===== src/core/opc_regs.svh =====
`ifndef OPC_REGS_SVH
`define OPC_REGS_SVH
// ------------------------------------------------------------
// Register offsets
// ------------------------------------------------------------
`define OPC_A_MODE       8'h00
`define OPC_A_LEVEL      8'h04
`define OPC_A_CMD        8'h08
`define OPC_A_STAT       8'h0C
`define OPC_A_START      8'h10
`define OPC_A_STOP       8'h20
// ------------------------------------------------------------
// Fields and reset values
// ------------------------------------------------------------
`define OPC_CMD_RESTORE  0
`define OPC_CMD_RTCLR    1
`define OPC_LEVEL_DEF    2'h1
`define OPC_LEVEL_MAX    2'h2
`define OPC_DELAY_DEF    10'h000
`define OPC_DELAY_MAX    10'h3DE
`define OPC_SEL_ALL_ON   3'h4
`define OPC_SEL_ALL_OFF  3'h5
`define OPC_KEY_MODE     0
`define OPC_KEY_UP       1
`define OPC_KEY_DOWN     2
// ------------------------------------------------------------
// Timing
// ------------------------------------------------------------
`define OPC_CLK_NS       8
`define OPC_TICK_NS      100000000
`define OPC_TICK_CYC     (`OPC_TICK_NS / `OPC_CLK_NS)
`define OPC_DEB_NS       10000000
`define OPC_DEB_CYC      (`OPC_DEB_NS / `OPC_CLK_NS)
`define OPC_BLINK_TICKS  3'h4
`endif


===== src/core/opc_pkg.sv =====
`default_nettype none
package opc_pkg;
   typedef enum logic [1:0] {
      MD_BOOT = 2'h0,
      MD_SET  = 2'h1,
      MD_RUN  = 2'h3,
      MD_TEST = 2'h2
   } opc_mode_t;
   typedef logic [9:0] opc_delay_t;
endpackage
`default_nettype wire


===== src/core/opc_key_if.sv =====
`default_nettype none
interface opc_key_if;
   logic [2:0] press;
   modport src (output press);
   modport snk (input press);
endinterface
`default_nettype wire


===== src/core/opc_key_filter.sv =====
`include "opc_regs.svh"
`default_nettype none
module opc_key_filter #(
   parameter int unsigned DEB_CYC = `OPC_DEB_CYC
) (
   input  wire logic       pclk,
   input  wire logic       presetn,
   input  wire logic [2:0] keys_raw,
   opc_key_if.src          kif
);
   localparam int DW = $clog2(DEB_CYC + 1);
   logic [2:0]    s1_q, s2_q, stab_q, stab_d, prs_q, prs_d;
   logic [DW-1:0] cnt_q [3];
   logic [DW-1:0] cnt_d [3];

   // ------------------------------------------------------------
   // Debounce and press decode
   // ------------------------------------------------------------
   always_comb begin
      stab_d = stab_q;
      prs_d  = 3'h0;
      for (int k = 0; k < 3; k++) begin
         cnt_d[k] = '0;
         if (s2_q[k] != stab_q[k]) begin
            if (cnt_q[k] == DW'(DEB_CYC - 1)) begin
               stab_d[k] = s2_q[k];
               prs_d[k]  = s2_q[k];
            end else begin
               cnt_d[k] = cnt_q[k] + DW'(1);
            end
         end
      end
   end

   always_ff @(posedge pclk or negedge presetn) begin
      if (!presetn) begin
         s1_q   <= 3'h0;
         s2_q   <= 3'h0;
         stab_q <= 3'h0;
         prs_q  <= 3'h0;
         for (int k = 0; k < 3; k++) begin
            cnt_q[k] <= '0;
         end
      end else begin
         s1_q   <= keys_raw;
         s2_q   <= s1_q;
         stab_q <= stab_d;
         prs_q  <= prs_d;
         cnt_q  <= cnt_d;
      end
   end

   assign kif.press = prs_q;
endmodule
`default_nettype wire


===== src/core/opc_mode_ctrl.sv =====
// Register access over APB and the register addresses were chosen for this implementation.
`include "opc_regs.svh"
`default_nettype none
module opc_mode_ctrl #(
   parameter int unsigned TICK_CYC = `OPC_TICK_CYC,
   parameter int unsigned DEB_CYC  = `OPC_DEB_CYC
) (
   input  wire logic              pclk,
   input  wire logic              presetn,
   input  wire logic              psel,
   input  wire logic              penable,
   input  wire logic              pwrite,
   input  wire logic [7:0]        paddr,
   input  wire logic [31:0]       pwdata,
   output logic      [31:0]       prdata,
   output logic                   pready,
   output logic                   pslverr,
   input  wire logic [2:0]        keys_raw,
   input  wire logic [3:0]        trip_cut,
   input  wire logic [3:0]        limit_cut,
   input  wire logic              nv_first_pwr,
   input  wire logic [1:0]        nv_last_mode,
   input  wire logic [1:0]        nv_level,
   output opc_pkg::opc_mode_t     mode,
   output logic      [1:0]        nv_level_out,
   output logic                   nv_first_done,
   output logic      [3:0]        branch_on,
   output logic      [3:0]        led_green,
   output logic      [3:0]        led_red,
   output logic                   peak_clr,
   output logic      [1:0]        peak_sel,
   output logic                   run_time_clr
);
   import opc_pkg::*;
   localparam int TW = $clog2(TICK_CYC + 1);

   // ------------------------------------------------------------
   // Declarations
   // ------------------------------------------------------------
   opc_key_if kif ();
   opc_mode_t     mode_q, mode_d;
   logic [1:0]    lvl_q, lvl_d, boot_q, boot_d;
   logic          first_q, first_d;
   logic [2:0]    sync1_q, sync2_q;
   logic [3:0]    tr1_q, tr2_q, lc1_q, lc2_q;
   logic [1:0]    nl1_q, nl2_q, nm1_q, nm2_q;
   opc_delay_t    sdly_q [4];
   opc_delay_t    sdly_d [4];
   opc_delay_t    pdly_q [4];
   opc_delay_t    pdly_d [4];
   opc_delay_t    cnt_q  [4];
   opc_delay_t    cnt_d  [4];
   logic [3:0]    on_q, on_d, want_q, want_d, pend_q, pend_d;
   logic [3:0]    bon_q, bon_d, grn_q, grn_d, red_q, red_d;
   logic [2:0]    sel_q, sel_d, blk_q, blk_d;
   logic          blink_q, blink_d, tick_q, tick_d;
   logic [TW-1:0] tcnt_q, tcnt_d;
   logic [31:0]   rdata_q, rdata_d;
   logic          rdy_q, rdy_d, err_q, err_d;
   logic          pclr_q, pclr_d, rtc_q, rtc_d;
   logic [1:0]    psel_q, psel_d;
   logic          acc, wr, dhit_s, dhit_p, rcmd;
   logic [1:0]    didx;

   opc_key_filter #(.DEB_CYC(DEB_CYC)) u_keys (
      .pclk     (pclk),
      .presetn  (presetn),
      .keys_raw (keys_raw),
      .kif      (kif)
   );

   // ------------------------------------------------------------
   // Helpers
   // ------------------------------------------------------------
   function automatic logic dly_hit(input logic [7:0] a,
                                    input logic [7:0] base);
      return (a[7:4] == base[7:4]) && (a[1:0] == 2'h0);
   endfunction

   function automatic logic [1:0] next_sel(input logic [2:0] s,
                                           input logic       up,
                                           input logic [2:0] top);
      logic [2:0] n;
      n = s;
      if (up) begin
         n = (s == top) ? 3'h0 : s + 3'h1;
      end else begin
         n = (s == 3'h0) ? top : s - 3'h1;
      end
      return n[1:0];
   endfunction

   assign acc    = psel && penable && rdy_q;
   assign wr     = acc && pwrite;
   assign dhit_s = dly_hit(paddr, `OPC_A_START);
   assign dhit_p = dly_hit(paddr, `OPC_A_STOP);
   assign didx   = paddr[3:2];

   // ------------------------------------------------------------
   // Time base and blink
   // ------------------------------------------------------------
   always_comb begin
      tick_d  = 1'b0;
      tcnt_d  = tcnt_q + TW'(1);
      blk_d   = blk_q;
      blink_d = blink_q;
      if (tcnt_q == TW'(TICK_CYC - 1)) begin
         tcnt_d = '0;
         tick_d = 1'b1;
      end
      if (tick_q) begin
         blk_d = blk_q + 3'h1;
         if (blk_q == `OPC_BLINK_TICKS) begin
            blk_d   = 3'h0;
            blink_d = !blink_q;
         end
      end
   end

   // ------------------------------------------------------------
   // APB slave, modes, levels and parameters
   // ------------------------------------------------------------
   always_comb begin
      mode_d  = mode_q;
      lvl_d   = lvl_q;
      boot_d  = boot_q;
      first_d = first_q;
      sdly_d  = sdly_q;
      pdly_d  = pdly_q;
      rdy_d   = psel && penable && !rdy_q;
      rdata_d = rdata_q;
      err_d   = 1'b0;
      rtc_d   = 1'b0;
      rcmd    = 1'b0;
      if (psel && penable && !rdy_q) begin
         rdata_d = 32'h0;
         if (paddr == `OPC_A_MODE) begin
            rdata_d[1:0] = mode_q;
         end else if (paddr == `OPC_A_LEVEL) begin
            rdata_d[1:0] = lvl_q;
         end else if (paddr == `OPC_A_STAT) begin
            rdata_d[15:0] = {pend_q, want_q, on_q, bon_q};
         end else if (dhit_s) begin
            rdata_d[9:0] = sdly_q[didx];
         end else if (dhit_p) begin
            rdata_d[9:0] = pdly_q[didx];
         end else if (paddr != `OPC_A_CMD) begin
            err_d = 1'b1;
         end
         if (pwrite) begin
            if (paddr == `OPC_A_MODE) begin
               err_d = (pwdata[1:0] == MD_BOOT) ||
                       (pwdata[1:0] == MD_TEST &&
                        lvl_q == `OPC_LEVEL_MAX);
            end else if (paddr == `OPC_A_LEVEL) begin
               err_d = pwdata[1:0] > `OPC_LEVEL_MAX;
            end else if (paddr == `OPC_A_CMD) begin
               err_d = (pwdata[`OPC_CMD_RESTORE] &&
                        lvl_q != 2'h0) ||
                       (pwdata[`OPC_CMD_RTCLR] &&
                        (lvl_q == `OPC_LEVEL_MAX || mode_q != MD_SET));
            end else if (dhit_s || dhit_p) begin
               err_d = mode_q != MD_SET ||
                       lvl_q == `OPC_LEVEL_MAX ||
                       (dhit_p && lvl_q != 2'h0) ||
                       pwdata[9:0] > `OPC_DELAY_MAX;
            end
         end
      end
      unique case (mode_q)
         MD_BOOT: begin
            boot_d = boot_q + 2'h1;
            if (boot_q == 2'h3) begin
               first_d = 1'b1;
               if (nl2_q <= `OPC_LEVEL_MAX) begin
                  lvl_d = nl2_q;
               end
               mode_d = nm2_q[0] ? MD_RUN : MD_SET;
               if (sync2_q[0]) begin
                  mode_d = MD_SET;
                  lvl_d  = `OPC_LEVEL_DEF;
               end
            end
         end
         MD_SET, MD_RUN, MD_TEST: begin
            if (wr && !err_q && !err_d) begin
               if (paddr == `OPC_A_MODE) begin
                  mode_d = opc_mode_t'(pwdata[1:0]);
               end else if (paddr == `OPC_A_LEVEL) begin
                  lvl_d = pwdata[1:0];
               end else if (dhit_s) begin
                  sdly_d[didx] = pwdata[9:0];
               end else if (dhit_p) begin
                  pdly_d[didx] = pwdata[9:0];
               end else if (paddr == `OPC_A_CMD) begin
                  rtc_d = pwdata[`OPC_CMD_RTCLR];
                  if (pwdata[`OPC_CMD_RESTORE]) begin
                     mode_d = MD_SET;
                     rcmd   = 1'b1;
                     lvl_d  = `OPC_LEVEL_DEF;
                     for (int b = 0; b < 4; b++) begin
                        sdly_d[b] = `OPC_DELAY_DEF;
                        pdly_d[b] = `OPC_DELAY_DEF;
                     end
                  end
               end
            end
         end
      endcase
   end

   // ------------------------------------------------------------
   // Keys, branch sequencing and indicators
   // ------------------------------------------------------------
   always_comb begin
      on_d   = on_q;
      want_d = want_q;
      pend_d = pend_q;
      cnt_d  = cnt_q;
      sel_d  = sel_q;
      pclr_d = 1'b0;
      psel_d = psel_q;
      if (mode_q == MD_BOOT && mode_d == MD_RUN) begin
         want_d = 4'hF;
      end
      if (mode_q != MD_TEST && mode_d == MD_TEST) begin
         on_d   = 4'h0;
         want_d = 4'h0;
         pend_d = 4'h0;
         sel_d  = 3'h0;
      end
      if (rcmd) begin
         on_d   = 4'h0;
         want_d = 4'h0;
         pend_d = 4'h0;
      end
      if (mode_q == MD_TEST && mode_d == MD_TEST) begin
         if (kif.press[`OPC_KEY_UP] || kif.press[`OPC_KEY_DOWN]) begin
            sel_d = {1'b0, next_sel(sel_q, kif.press[`OPC_KEY_UP],
                                    `OPC_SEL_ALL_OFF)};
            if (kif.press[`OPC_KEY_UP] && sel_q == 3'h3) begin
               sel_d = `OPC_SEL_ALL_ON;
            end else if (kif.press[`OPC_KEY_UP] && sel_q == 3'h4) begin
               sel_d = `OPC_SEL_ALL_OFF;
            end else if (!kif.press[`OPC_KEY_UP] && sel_q == 3'h0) begin
               sel_d = `OPC_SEL_ALL_OFF;
            end else if (!kif.press[`OPC_KEY_UP] && sel_q == 3'h5) begin
               sel_d = `OPC_SEL_ALL_ON;
            end
         end
         if (kif.press[`OPC_KEY_MODE]) begin
            if (sel_q < `OPC_SEL_ALL_ON) begin
               on_d[sel_q[1:0]]   = !on_q[sel_q[1:0]];
               want_d[sel_q[1:0]] = !on_q[sel_q[1:0]];
               pend_d[sel_q[1:0]] = 1'b0;
            end else begin
               want_d = (sel_q == `OPC_SEL_ALL_ON) ? 4'hF : 4'h0;
            end
         end
      end
      if (mode_q == MD_RUN) begin
         if (kif.press[`OPC_KEY_UP] || kif.press[`OPC_KEY_DOWN]) begin
            psel_d = next_sel({1'b0, psel_q}, kif.press[`OPC_KEY_UP], 3'h3);
         end
         pclr_d = kif.press[`OPC_KEY_MODE];
      end
      // Sequencing runs in every mode, so setting mode keeps supplying
      for (int b = 0; b < 4; b++) begin
         if (want_d[b] != on_d[b] && !pend_d[b]) begin
            pend_d[b] = 1'b1;
            cnt_d[b]  = want_d[b] ? sdly_q[b] : pdly_q[b];
         end else if (want_d[b] == on_d[b]) begin
            pend_d[b] = 1'b0;
         end else if (cnt_q[b] == 10'h0) begin
            on_d[b]   = want_d[b];
            pend_d[b] = 1'b0;
         end else if (tick_q) begin
            cnt_d[b] = cnt_q[b] - 10'h1;
         end
      end
      // Entering run from setting or test keeps the branch state
      if (mode_q != MD_BOOT && mode_q != MD_RUN && mode_d == MD_RUN) begin
         want_d = on_d;
         pend_d = 4'h0;
      end
   end

   always_comb begin
      for (int b = 0; b < 4; b++) begin
         bon_d[b] = on_q[b] && !tr2_q[b] && !lc2_q[b];
         grn_d[b] = 1'b0;
         red_d[b] = 1'b0;
         if (tr2_q[b]) begin
            red_d[b] = 1'b1;
         end else if (lc2_q[b]) begin
            red_d[b] = blink_q;
         end else if (on_q[b]) begin
            grn_d[b] = 1'b1;
         end else if (pend_q[b] && want_q[b]) begin
            grn_d[b] = blink_q;
         end
      end
   end

   // ------------------------------------------------------------
   // Registers
   // ------------------------------------------------------------
   always_ff @(posedge pclk or negedge presetn) begin
      if (!presetn) begin
         mode_q  <= MD_BOOT;
         lvl_q   <= `OPC_LEVEL_DEF;
         boot_q  <= 2'h0;
         first_q <= 1'b0;
         sync1_q <= 3'h0;
         sync2_q <= 3'h0;
         {tr1_q, tr2_q, lc1_q, lc2_q} <= 16'h0000;
         {nl1_q, nl2_q, nm1_q, nm2_q} <= 8'h00;
         for (int b = 0; b < 4; b++) begin
            sdly_q[b] <= `OPC_DELAY_DEF;
            pdly_q[b] <= `OPC_DELAY_DEF;
            cnt_q[b]  <= 10'h000;
         end
         {on_q, want_q, pend_q} <= 12'h000;
         {bon_q, grn_q, red_q}  <= 12'h000;
         sel_q   <= 3'h0;
         blk_q   <= 3'h0;
         blink_q <= 1'b0;
         tick_q  <= 1'b0;
         tcnt_q  <= '0;
         rdata_q <= 32'h0;
         rdy_q   <= 1'b0;
         err_q   <= 1'b0;
         pclr_q  <= 1'b0;
         rtc_q   <= 1'b0;
         psel_q  <= 2'h0;
      end else begin
         mode_q  <= mode_d;
         lvl_q   <= lvl_d;
         boot_q  <= boot_d;
         first_q <= first_d;
         sync1_q <= {2'h0, nv_first_pwr};
         sync2_q <= sync1_q;
         tr1_q   <= trip_cut;
         tr2_q   <= tr1_q;
         lc1_q   <= limit_cut;
         lc2_q   <= lc1_q;
         nl1_q   <= nv_level;
         nl2_q   <= nl1_q;
         nm1_q   <= nv_last_mode;
         nm2_q   <= nm1_q;
         sdly_q  <= sdly_d;
         pdly_q  <= pdly_d;
         cnt_q   <= cnt_d;
         on_q    <= on_d;
         want_q  <= want_d;
         pend_q  <= pend_d;
         bon_q   <= bon_d;
         grn_q   <= grn_d;
         red_q   <= red_d;
         sel_q   <= sel_d;
         blk_q   <= blk_d;
         blink_q <= blink_d;
         tick_q  <= tick_d;
         tcnt_q  <= tcnt_d;
         rdata_q <= rdata_d;
         rdy_q   <= rdy_d;
         err_q   <= rdy_d ? err_d : 1'b0;
         pclr_q  <= pclr_d;
         rtc_q   <= rtc_d;
         psel_q  <= psel_d;
      end
   end

   assign prdata        = rdata_q;
   assign pready        = rdy_q;
   assign pslverr       = err_q;
   assign mode          = mode_q;
   assign nv_level_out  = lvl_q;
   assign nv_first_done = first_q;
   assign branch_on     = bon_q;
   assign led_green     = grn_q;
   assign led_red       = red_q;
   assign peak_clr      = pclr_q;
   assign peak_sel      = psel_q;
   assign run_time_clr  = rtc_q;
endmodule
`default_nettype wire


===== config.mk =====
export PLATFORM = sky130hd
export DESIGN_NAME = opc_mode_ctrl
export DESIGN_NICKNAME = d
export VERILOG_FILES = /design/src/core/opc_pkg.sv /design/src/core/opc_key_if.sv /design/src/core/opc_key_filter.sv /design/src/core/opc_mode_ctrl.sv
export VERILOG_INCLUDE_DIRS = /design/src /design/src/core
export SDC_FILE = /design/constraint.sdc
export NUM_CORES = 1
export LEC_CHECK = 0
export ABC_AREA = 1
export BUFFER_PORTS_ARGS = -buffer_cell sky130_fd_sc_hd__clkbuf_2
export CORE_ASPECT_RATIO = 1.4
export CORE_MARGIN = 5
export CORE_UTILIZATION = 60
export CTS_CLUSTER_DIAMETER = 80
export DETAILED_ROUTE_END_ITERATION = 10
export HOLD_SLACK_MARGIN = 0.15
export PLACE_DENSITY = 0.79
export SLEW_MARGIN = 20
export SYNTH_ARGS = -nofsm -noshare
export SYNTH_HDL_FRONTEND = slang
export SYNTH_SLANG_ARGS = --single-unit

===== constraint.sdc =====
create_clock -name pclk -period 5.9 [get_ports pclk]
set_input_delay 0.59 -clock pclk [delete_from_list [all_inputs] [get_ports pclk]]
set_output_delay 0.59 -clock pclk [all_outputs]
set_load 0.02 [all_outputs]

# Word-level counts from Yosys, hierarchy flattened
# Index checks and enable logic that the tools add are counted.
word_totals:
  output_inout_bits: 55
  wordCells: 427
  ff_bits: 304
  input_bits: 61
classes:
  n_lt_le_gt_ge: 8
  n_bitwise: 6
  eq_ne: 54
  n_reduce_logical: 98
  n_mux: 195
  n_addsub: 14
ops:
  columns: ["operator", "n"]
  rows:
  - ["$mux 10", 28]
  - ["$mux 40", 5]
  - ["$mux 21", 6]
  - ["$mux 1", 86]
  - ["$bwmux 40", 2]
  - ["$mux 4", 19]
  - ["$add 21x1->21 const B", 3]
  - ["$eq 21x21->1 const B", 3]
  - ["$mux 2", 28]
  - ["$bmux 10 s2", 2]
  - ["$logic_not 10->1", 4]
  - ["$sub 10x1->10 const B", 4]
  - ["$logic_and 1x1->1", 39]
  - ["$mux 14", 2]
  - ["$ne 2x2->1 const B", 14]
  - ["$add 24x1->24 const B", 1]
  - ["$eq 24x24->1 const B", 1]
  - ["$mux 24", 1]
  - ["$mux 3", 8]
  - ["$demux 10 s2", 1]
  - ["$reduce_bool 2->1", 10]
  - ["$logic_not 1->1", 18]
  - ["$eq 2x2->1 const B", 8]
  - ["$eq 8x4->1 const B", 2]
  - ["other kinds (40)", 80]

# Longest topological paths before layout
depth:
  word_depth: 30
  depth_mapped: 24
  ltp_nobuf: 23

# Cells and area by module
# A second synthesis with hierarchy kept.
unflattened:
  cells_unflattened: 2115
  area_unflattened_um2: 16539.6
by_module_without_submodules:
  columns: ["module", "area_each_um2", "instances", "cells_each", "seq_area_each_um2"]
  rows:
  - ["opc_mode_ctrl", 12440.7, 1, 1587, 5731.7]
  - ["opc_key_filter", 4098.9, 1, 528, 1876.8]

# Worst setup path after synthesis
# OpenSTA, ideal clock, no wires.
synth_timing:
  kind: "register to register"
  from: "register mode_q[0], in the netlist mode[0]"
  to: "register cnt_q[35] (netlist bit)"
  arrival_ns: 2.664
  setup_slack_ns: 3.119
  stages_incl_launch_ff: 19
  setup_ns: 0.117
  synth_period_minus_slack_ns: 2.781
  n_path_buf: 2
  required_ns: 5.783
  path_cell_list: "dfrtp_1 > inv_1 > ha_1 > clkbuf_1 > a21oi_1 > nand2_1 > nand2_1 > nand3_2 > nand2_4 > inv_4 > nand2_1 > o21ai_4 > nand2_2 > clkbuf_1 > nand2_1 > o21ai_0 > nand3_1 > nand3_1 > nand2_1"
synth_between:
  elab_chain_len: 27
  word_cells_on_any_way: 65
  classes_between: "11 x eq/ne; 37 x mux; 1 x bitwise; 16 x reduce/logical"
synth_lines:
  columns: ["element", "line_no", "text"]
  rows:
  - ["from (decl)", "opc_mode_ctrl.sv:41", "opc_mode_t mode_q, mode_d;"]
  - ["from (signal assigned)", "opc_mode_ctrl.sv:337", "mode_q <= mode_d;"]
  - ["$ne 2x1->1", "opc_mode_ctrl.sv:161, opc_mode_ctrl.sv:163", null]
  - ["$logic_or 1x1->1", "opc_mode_ctrl.sv:161", "(lvl_q == `OPC_LEVEL_MAX || mode_q != MD_SET));"]
  - ["$logic_or 1x1->1", "opc_mode_ctrl.sv:163", "err_d = mode_q != MD_SET ||"]
  - ["$logic_or 1x1->1 (no line)", null, null]
  - ["$mux 1", "opc_mode_ctrl.sv:162", "end else if (dhit_s || dhit_p) begin"]
  - ["$mux 1", "opc_mode_ctrl.sv:157", "end else if (paddr == `OPC_A_CMD) begin"]
  - ["$mux 1", "opc_mode_ctrl.sv:155", "end else if (paddr == `OPC_A_LEVEL) begin"]
  - ["$mux 1", "opc_mode_ctrl.sv:151", "if (paddr == `OPC_A_MODE) begin"]
  - ["(+11 left out)", null, null]
  - ["$bwmux 4", "opc_mode_ctrl.sv:254", "want_d[sel_q[1:0]] = !on_q[sel_q[1:0]];"]
  - ["$mux 4", "opc_mode_ctrl.sv:252", "if (sel_q < `OPC_SEL_ALL_ON) begin"]
  - ["$mux 4", "opc_mode_ctrl.sv:251", "if (kif.press[`OPC_KEY_MODE]) begin"]
  - ["$mux 4", "opc_mode_ctrl.sv:237", "if (mode_q == MD_TEST && mode_d == MD_TEST) begin"]
  - ["$ne 1x1->1", "opc_mode_ctrl.sv:269", "if (want_d[b] != on_d[b] && !pend_d[b]) begin"]
  - ["$logic_and 1x1->1", "opc_mode_ctrl.sv:269", null]
  - ["$ne 2x2->1 (no line) / $reduce_bool 2->1 (equally long branches)", null, null]
  - ["$reduce_and 3->1 (no line)", null, null]
  - ["to (signal assigned)", "opc_mode_ctrl.sv:353", "cnt_q <= cnt_d;"]
  - ["to (decl)", "opc_mode_ctrl.sv:51", "opc_delay_t cnt_q [4];"]
# Several ways; a longest one is shown, not always the timed one.
# A chain may end at the register's enable or synchronous reset.

# Final worst setup path
layout_timing:
  from: "register mode_q[1], in the netlist mode[1]"
  to: "register cnt_q[5] (netlist bit)"
# The elaborated chain is that of the path after synthesis.

==> metrics <==
outcome completed; DP Wirelength 30380 um; placed insts 2367; Site Rows 70; Mean Syn Cell Area 7.879 um^2; Worst Setup Slack, final 1345 ps; Leakage Power ~8.7 nW; cell with the largest stage delay on the worst path dfrtp_1; nets around 2200; core region area 26100 um^2; first-pass GRT wire length 69280 um; final core occ 67.80%; critical path class register to register; Slew Viols, Final 0; total track usage 28.44%; detailed-route wire length ~42000 um; final setup TNS 0 ps; CP endpoint kind register; crit path cell chain inv_1 -> ha_1 -> inv_1 -> nor2_1 -> inv_1 -> nor2_1 -> inv_1 -> nand2_1 -> nand3_2 -> nand2_4 -> inv_4 -> nand2_1 -> nand3_1 -> nand2_1 -> nand2_1 -> nand2_1 -> nand3_1 -> nor2_2 -> inv_2 -> nand2_1 -> nand2_1; register bit total from synthesis around 300; layout cells sized above 1 9.839%; Startpoint Class register; worst slew pin tran 1124 ps; Final Skew 15.16 ps; EDFF count, synth 0; Non-Filler Instances 2438; Die ar. around 30000 um^2; die width 147.2 um; FFs w/ async S/R, synth 100.0%; initial DRC count 1266; Routed met1 length 16240 um; WL/cell 17.34 um; Tightest Hold Check Type input pin to register; Design Power 6.467 mW; initial antenna violation count 0; clk slew on worst S/H paths about 60 ps; critical path's largest stage delay around 470 ps; CTS resizes 0; Final min period 4555 ps; Top Layer Used met4; post-synthesis sequential area ratio between 40% and 50%; Fin. Hold Viols 0; CP arrival 5020 ps; Routed Antenna Nets 0; vias per cell between 5 and 6; CTS H-tree depth 1; die height approximately 200 um; vias in the first global route 13864; Met2 Wirelength around 20000 um; YS warnings 0; Initial DRT Pass Iterations 5; period utilization 77.20%; CTS sink cnt approximately 300; root buf cell clkbuf_16; Mapped Area 15820 um^2; DR WL met3 a little under 3000 um; power per cell area 365.4 nW/um^2; Post-Synthesis Cells 2008; Hold Startpoint pwrite; Synth Flop Type dfrtp_1; Max FO, Critical Path 13; gp weighted congestion 0.9770; clock buffer depth 3; worst relative slew slack 24.15%; largest net degree at the start of global routing 129; fmax 219.5 MHz; max_cap viols 0; Cell variety after synth 53; port bufs 76; Worst-Skew Late Latency 570 ps; cts bufs inserted 30; commonest non-fill, non-tap cells in the layout nand2_1, dfrtp_1, inv_1; CP dominant cell by count nand2_1; Place WS 1445 ps; Overflow after GRT 0; RSZ-0062 raised after global routing false; critical register-to-register path startpoint mode[1]$_DFF_PN0_; Ports 116; final antenna diode count 0; clock tree from TritonCTS yes; number of remaining DRC errors 0; setup violators final 0; most common cell after layout, fill and taps aside nand2_1; Vias roughly 14000; initial core utilization 60.61%; crit path launch mode[1]$_DFF_PN0_; CP required 6370 ps; Area growth syn-to-layout 11.86%; Worst VDD drop 0.3087 mV
[worst max-delay path, delay by kind of cell, from the launching register on]
kind                       cells  cell delay [ps]
and+or+nand+nor               14             2690
buffers and inverters          6              800
adders and majority gates      1              450
DFF                            1              470
[final timing paths]
kind / to / slack (ps) / cells after the start
setup reg to reg: cnt_q[5]$_DFFE_PN0P_ / 1350 / 21
hold / removal: pslverr$_DFF_PN0_ / 330 / 3
setup / recovery: cnt_q[5]$_DFFE_PN0P_ / 1350 / 21
hold reg to reg: u_keys.s2_q[2]$_DFF_PN0_ / 350 / 0
max in group asynchronous: pdly_q[33]$_DFFE_PN0P_ / 4150 / 3
min in group asynchronous: blk_q[0]$_DFFE_PN0P_ / 560 / 2
[kinds of logic after synthesis]
family                     after synthesis  synth area share, %
muxes                                    1              0.07117
and+or+nand+nor                       1015                28.61
xor gates and xnor gates                53                2.934
DFF                                    304                48.09
buffers and inverters                  328                8.415
AOI/OAI and AO/OA                      291                10.67
other                                    1              0.02370
adders and majority gates               15                1.186
[state kept, by name (all words and copies together), names as in the netlist, 4 cells and up]
signal and flops:
branch_on 4, cnt_q 40, lc1_q 4, lc2_q 4, led_green 4, led_red 4
on_q 4, pdly_q 40, pend_q 4, prdata 16, sdly_q 40, tcnt_q 24
tr1_q 4, tr2_q 4, u_keys.cnt_q 63, want_q 4
[layer usage]
layer | global-route usage (%) | vias to the layer above
li1 | - | 6664
met1 | 35.07 | 6552
met2 | 47.96 | 557
met3 | 4.620 | 145
met4 | 15.26 | 0
met5 | 0 | -
[cell type report]
| class | count | area (um^2) |
|---|---|---|
| well taps | 324 | 405.4 |
| clock buffers | 41 | 913.4 |
| clock inverters | 14 | 195.2 |
| multi-input cells | 1391 | 6947 |
| flip-flops and latches | 304 | 7609 |
| repair buffers | 103 | 645.6 |
| fillers | 2156 | 8403 |
| inverters | 261 | 982.2 |
[synthesized netlist by cell type (all sizes together) (2+ instances only)]
| library cell | count | area share [%] |
|---|---|---|
| inv | 258 | 6.1 |
| a221oi | 3 | 0.17 |
| nand2 | 543 | 13 |
| a211oi | 3 | 0.14 |
| o2bb2ai | 3 | 0.17 |
| nor3 | 48 | 1.5 |
| nor3b | 14 | 0.66 |
| ha | 15 | 1.2 |
| or2 | 2 | 0.079 |
| nand3b | 6 | 0.28 |
| clkbuf | 40 | 0.95 |
| xor2 | 34 | 1.9 |
| nor4 | 17 | 0.67 |
| nor2 | 184 | 4.8 |
| clkinv | 3 | 0.071 |
| o21a | 8 | 0.38 |
| buf | 27 | 1.3 |
| dfrtp | 303 | 48 |
| nand4 | 22 | 0.87 |
| o21ai | 134 | 4.4 |
| xnor2 | 19 | 1.1 |
| a21oi | 56 | 1.9 |
| o211ai | 5 | 0.24 |
| o22ai | 61 | 2.4 |
| a31oi | 7 | 0.28 |
| o311ai | 7 | 0.39 |
| nand3 | 175 | 6.2 |
[timing repair]
item | CTS | global route
hold endpoints to repair | 76 | 0
hold buffers | 16 | 0
buffers inserted | 0 | 0
setup endpoints to repair | 0 | 0
[where the power goes]
part           total [mW]  switching (mW)  internal, mW
Sequential           2.48           0.185          2.29
Combinational        1.88            1.29         0.591
Clock                2.11           0.849          1.26
[through the flow]
step / cell area [um^2] / hold WS, ps
after global routing: 17700 / 342.8
after global placement: 16430 / 332.8
after detailed placement: 16430 / 334.7
after CTS: 17700 / 322.1
after floorplan: 15880 / 294.4
final: 17700 / 333.8
No activity file was read; power rests on OpenSTA's default activity.
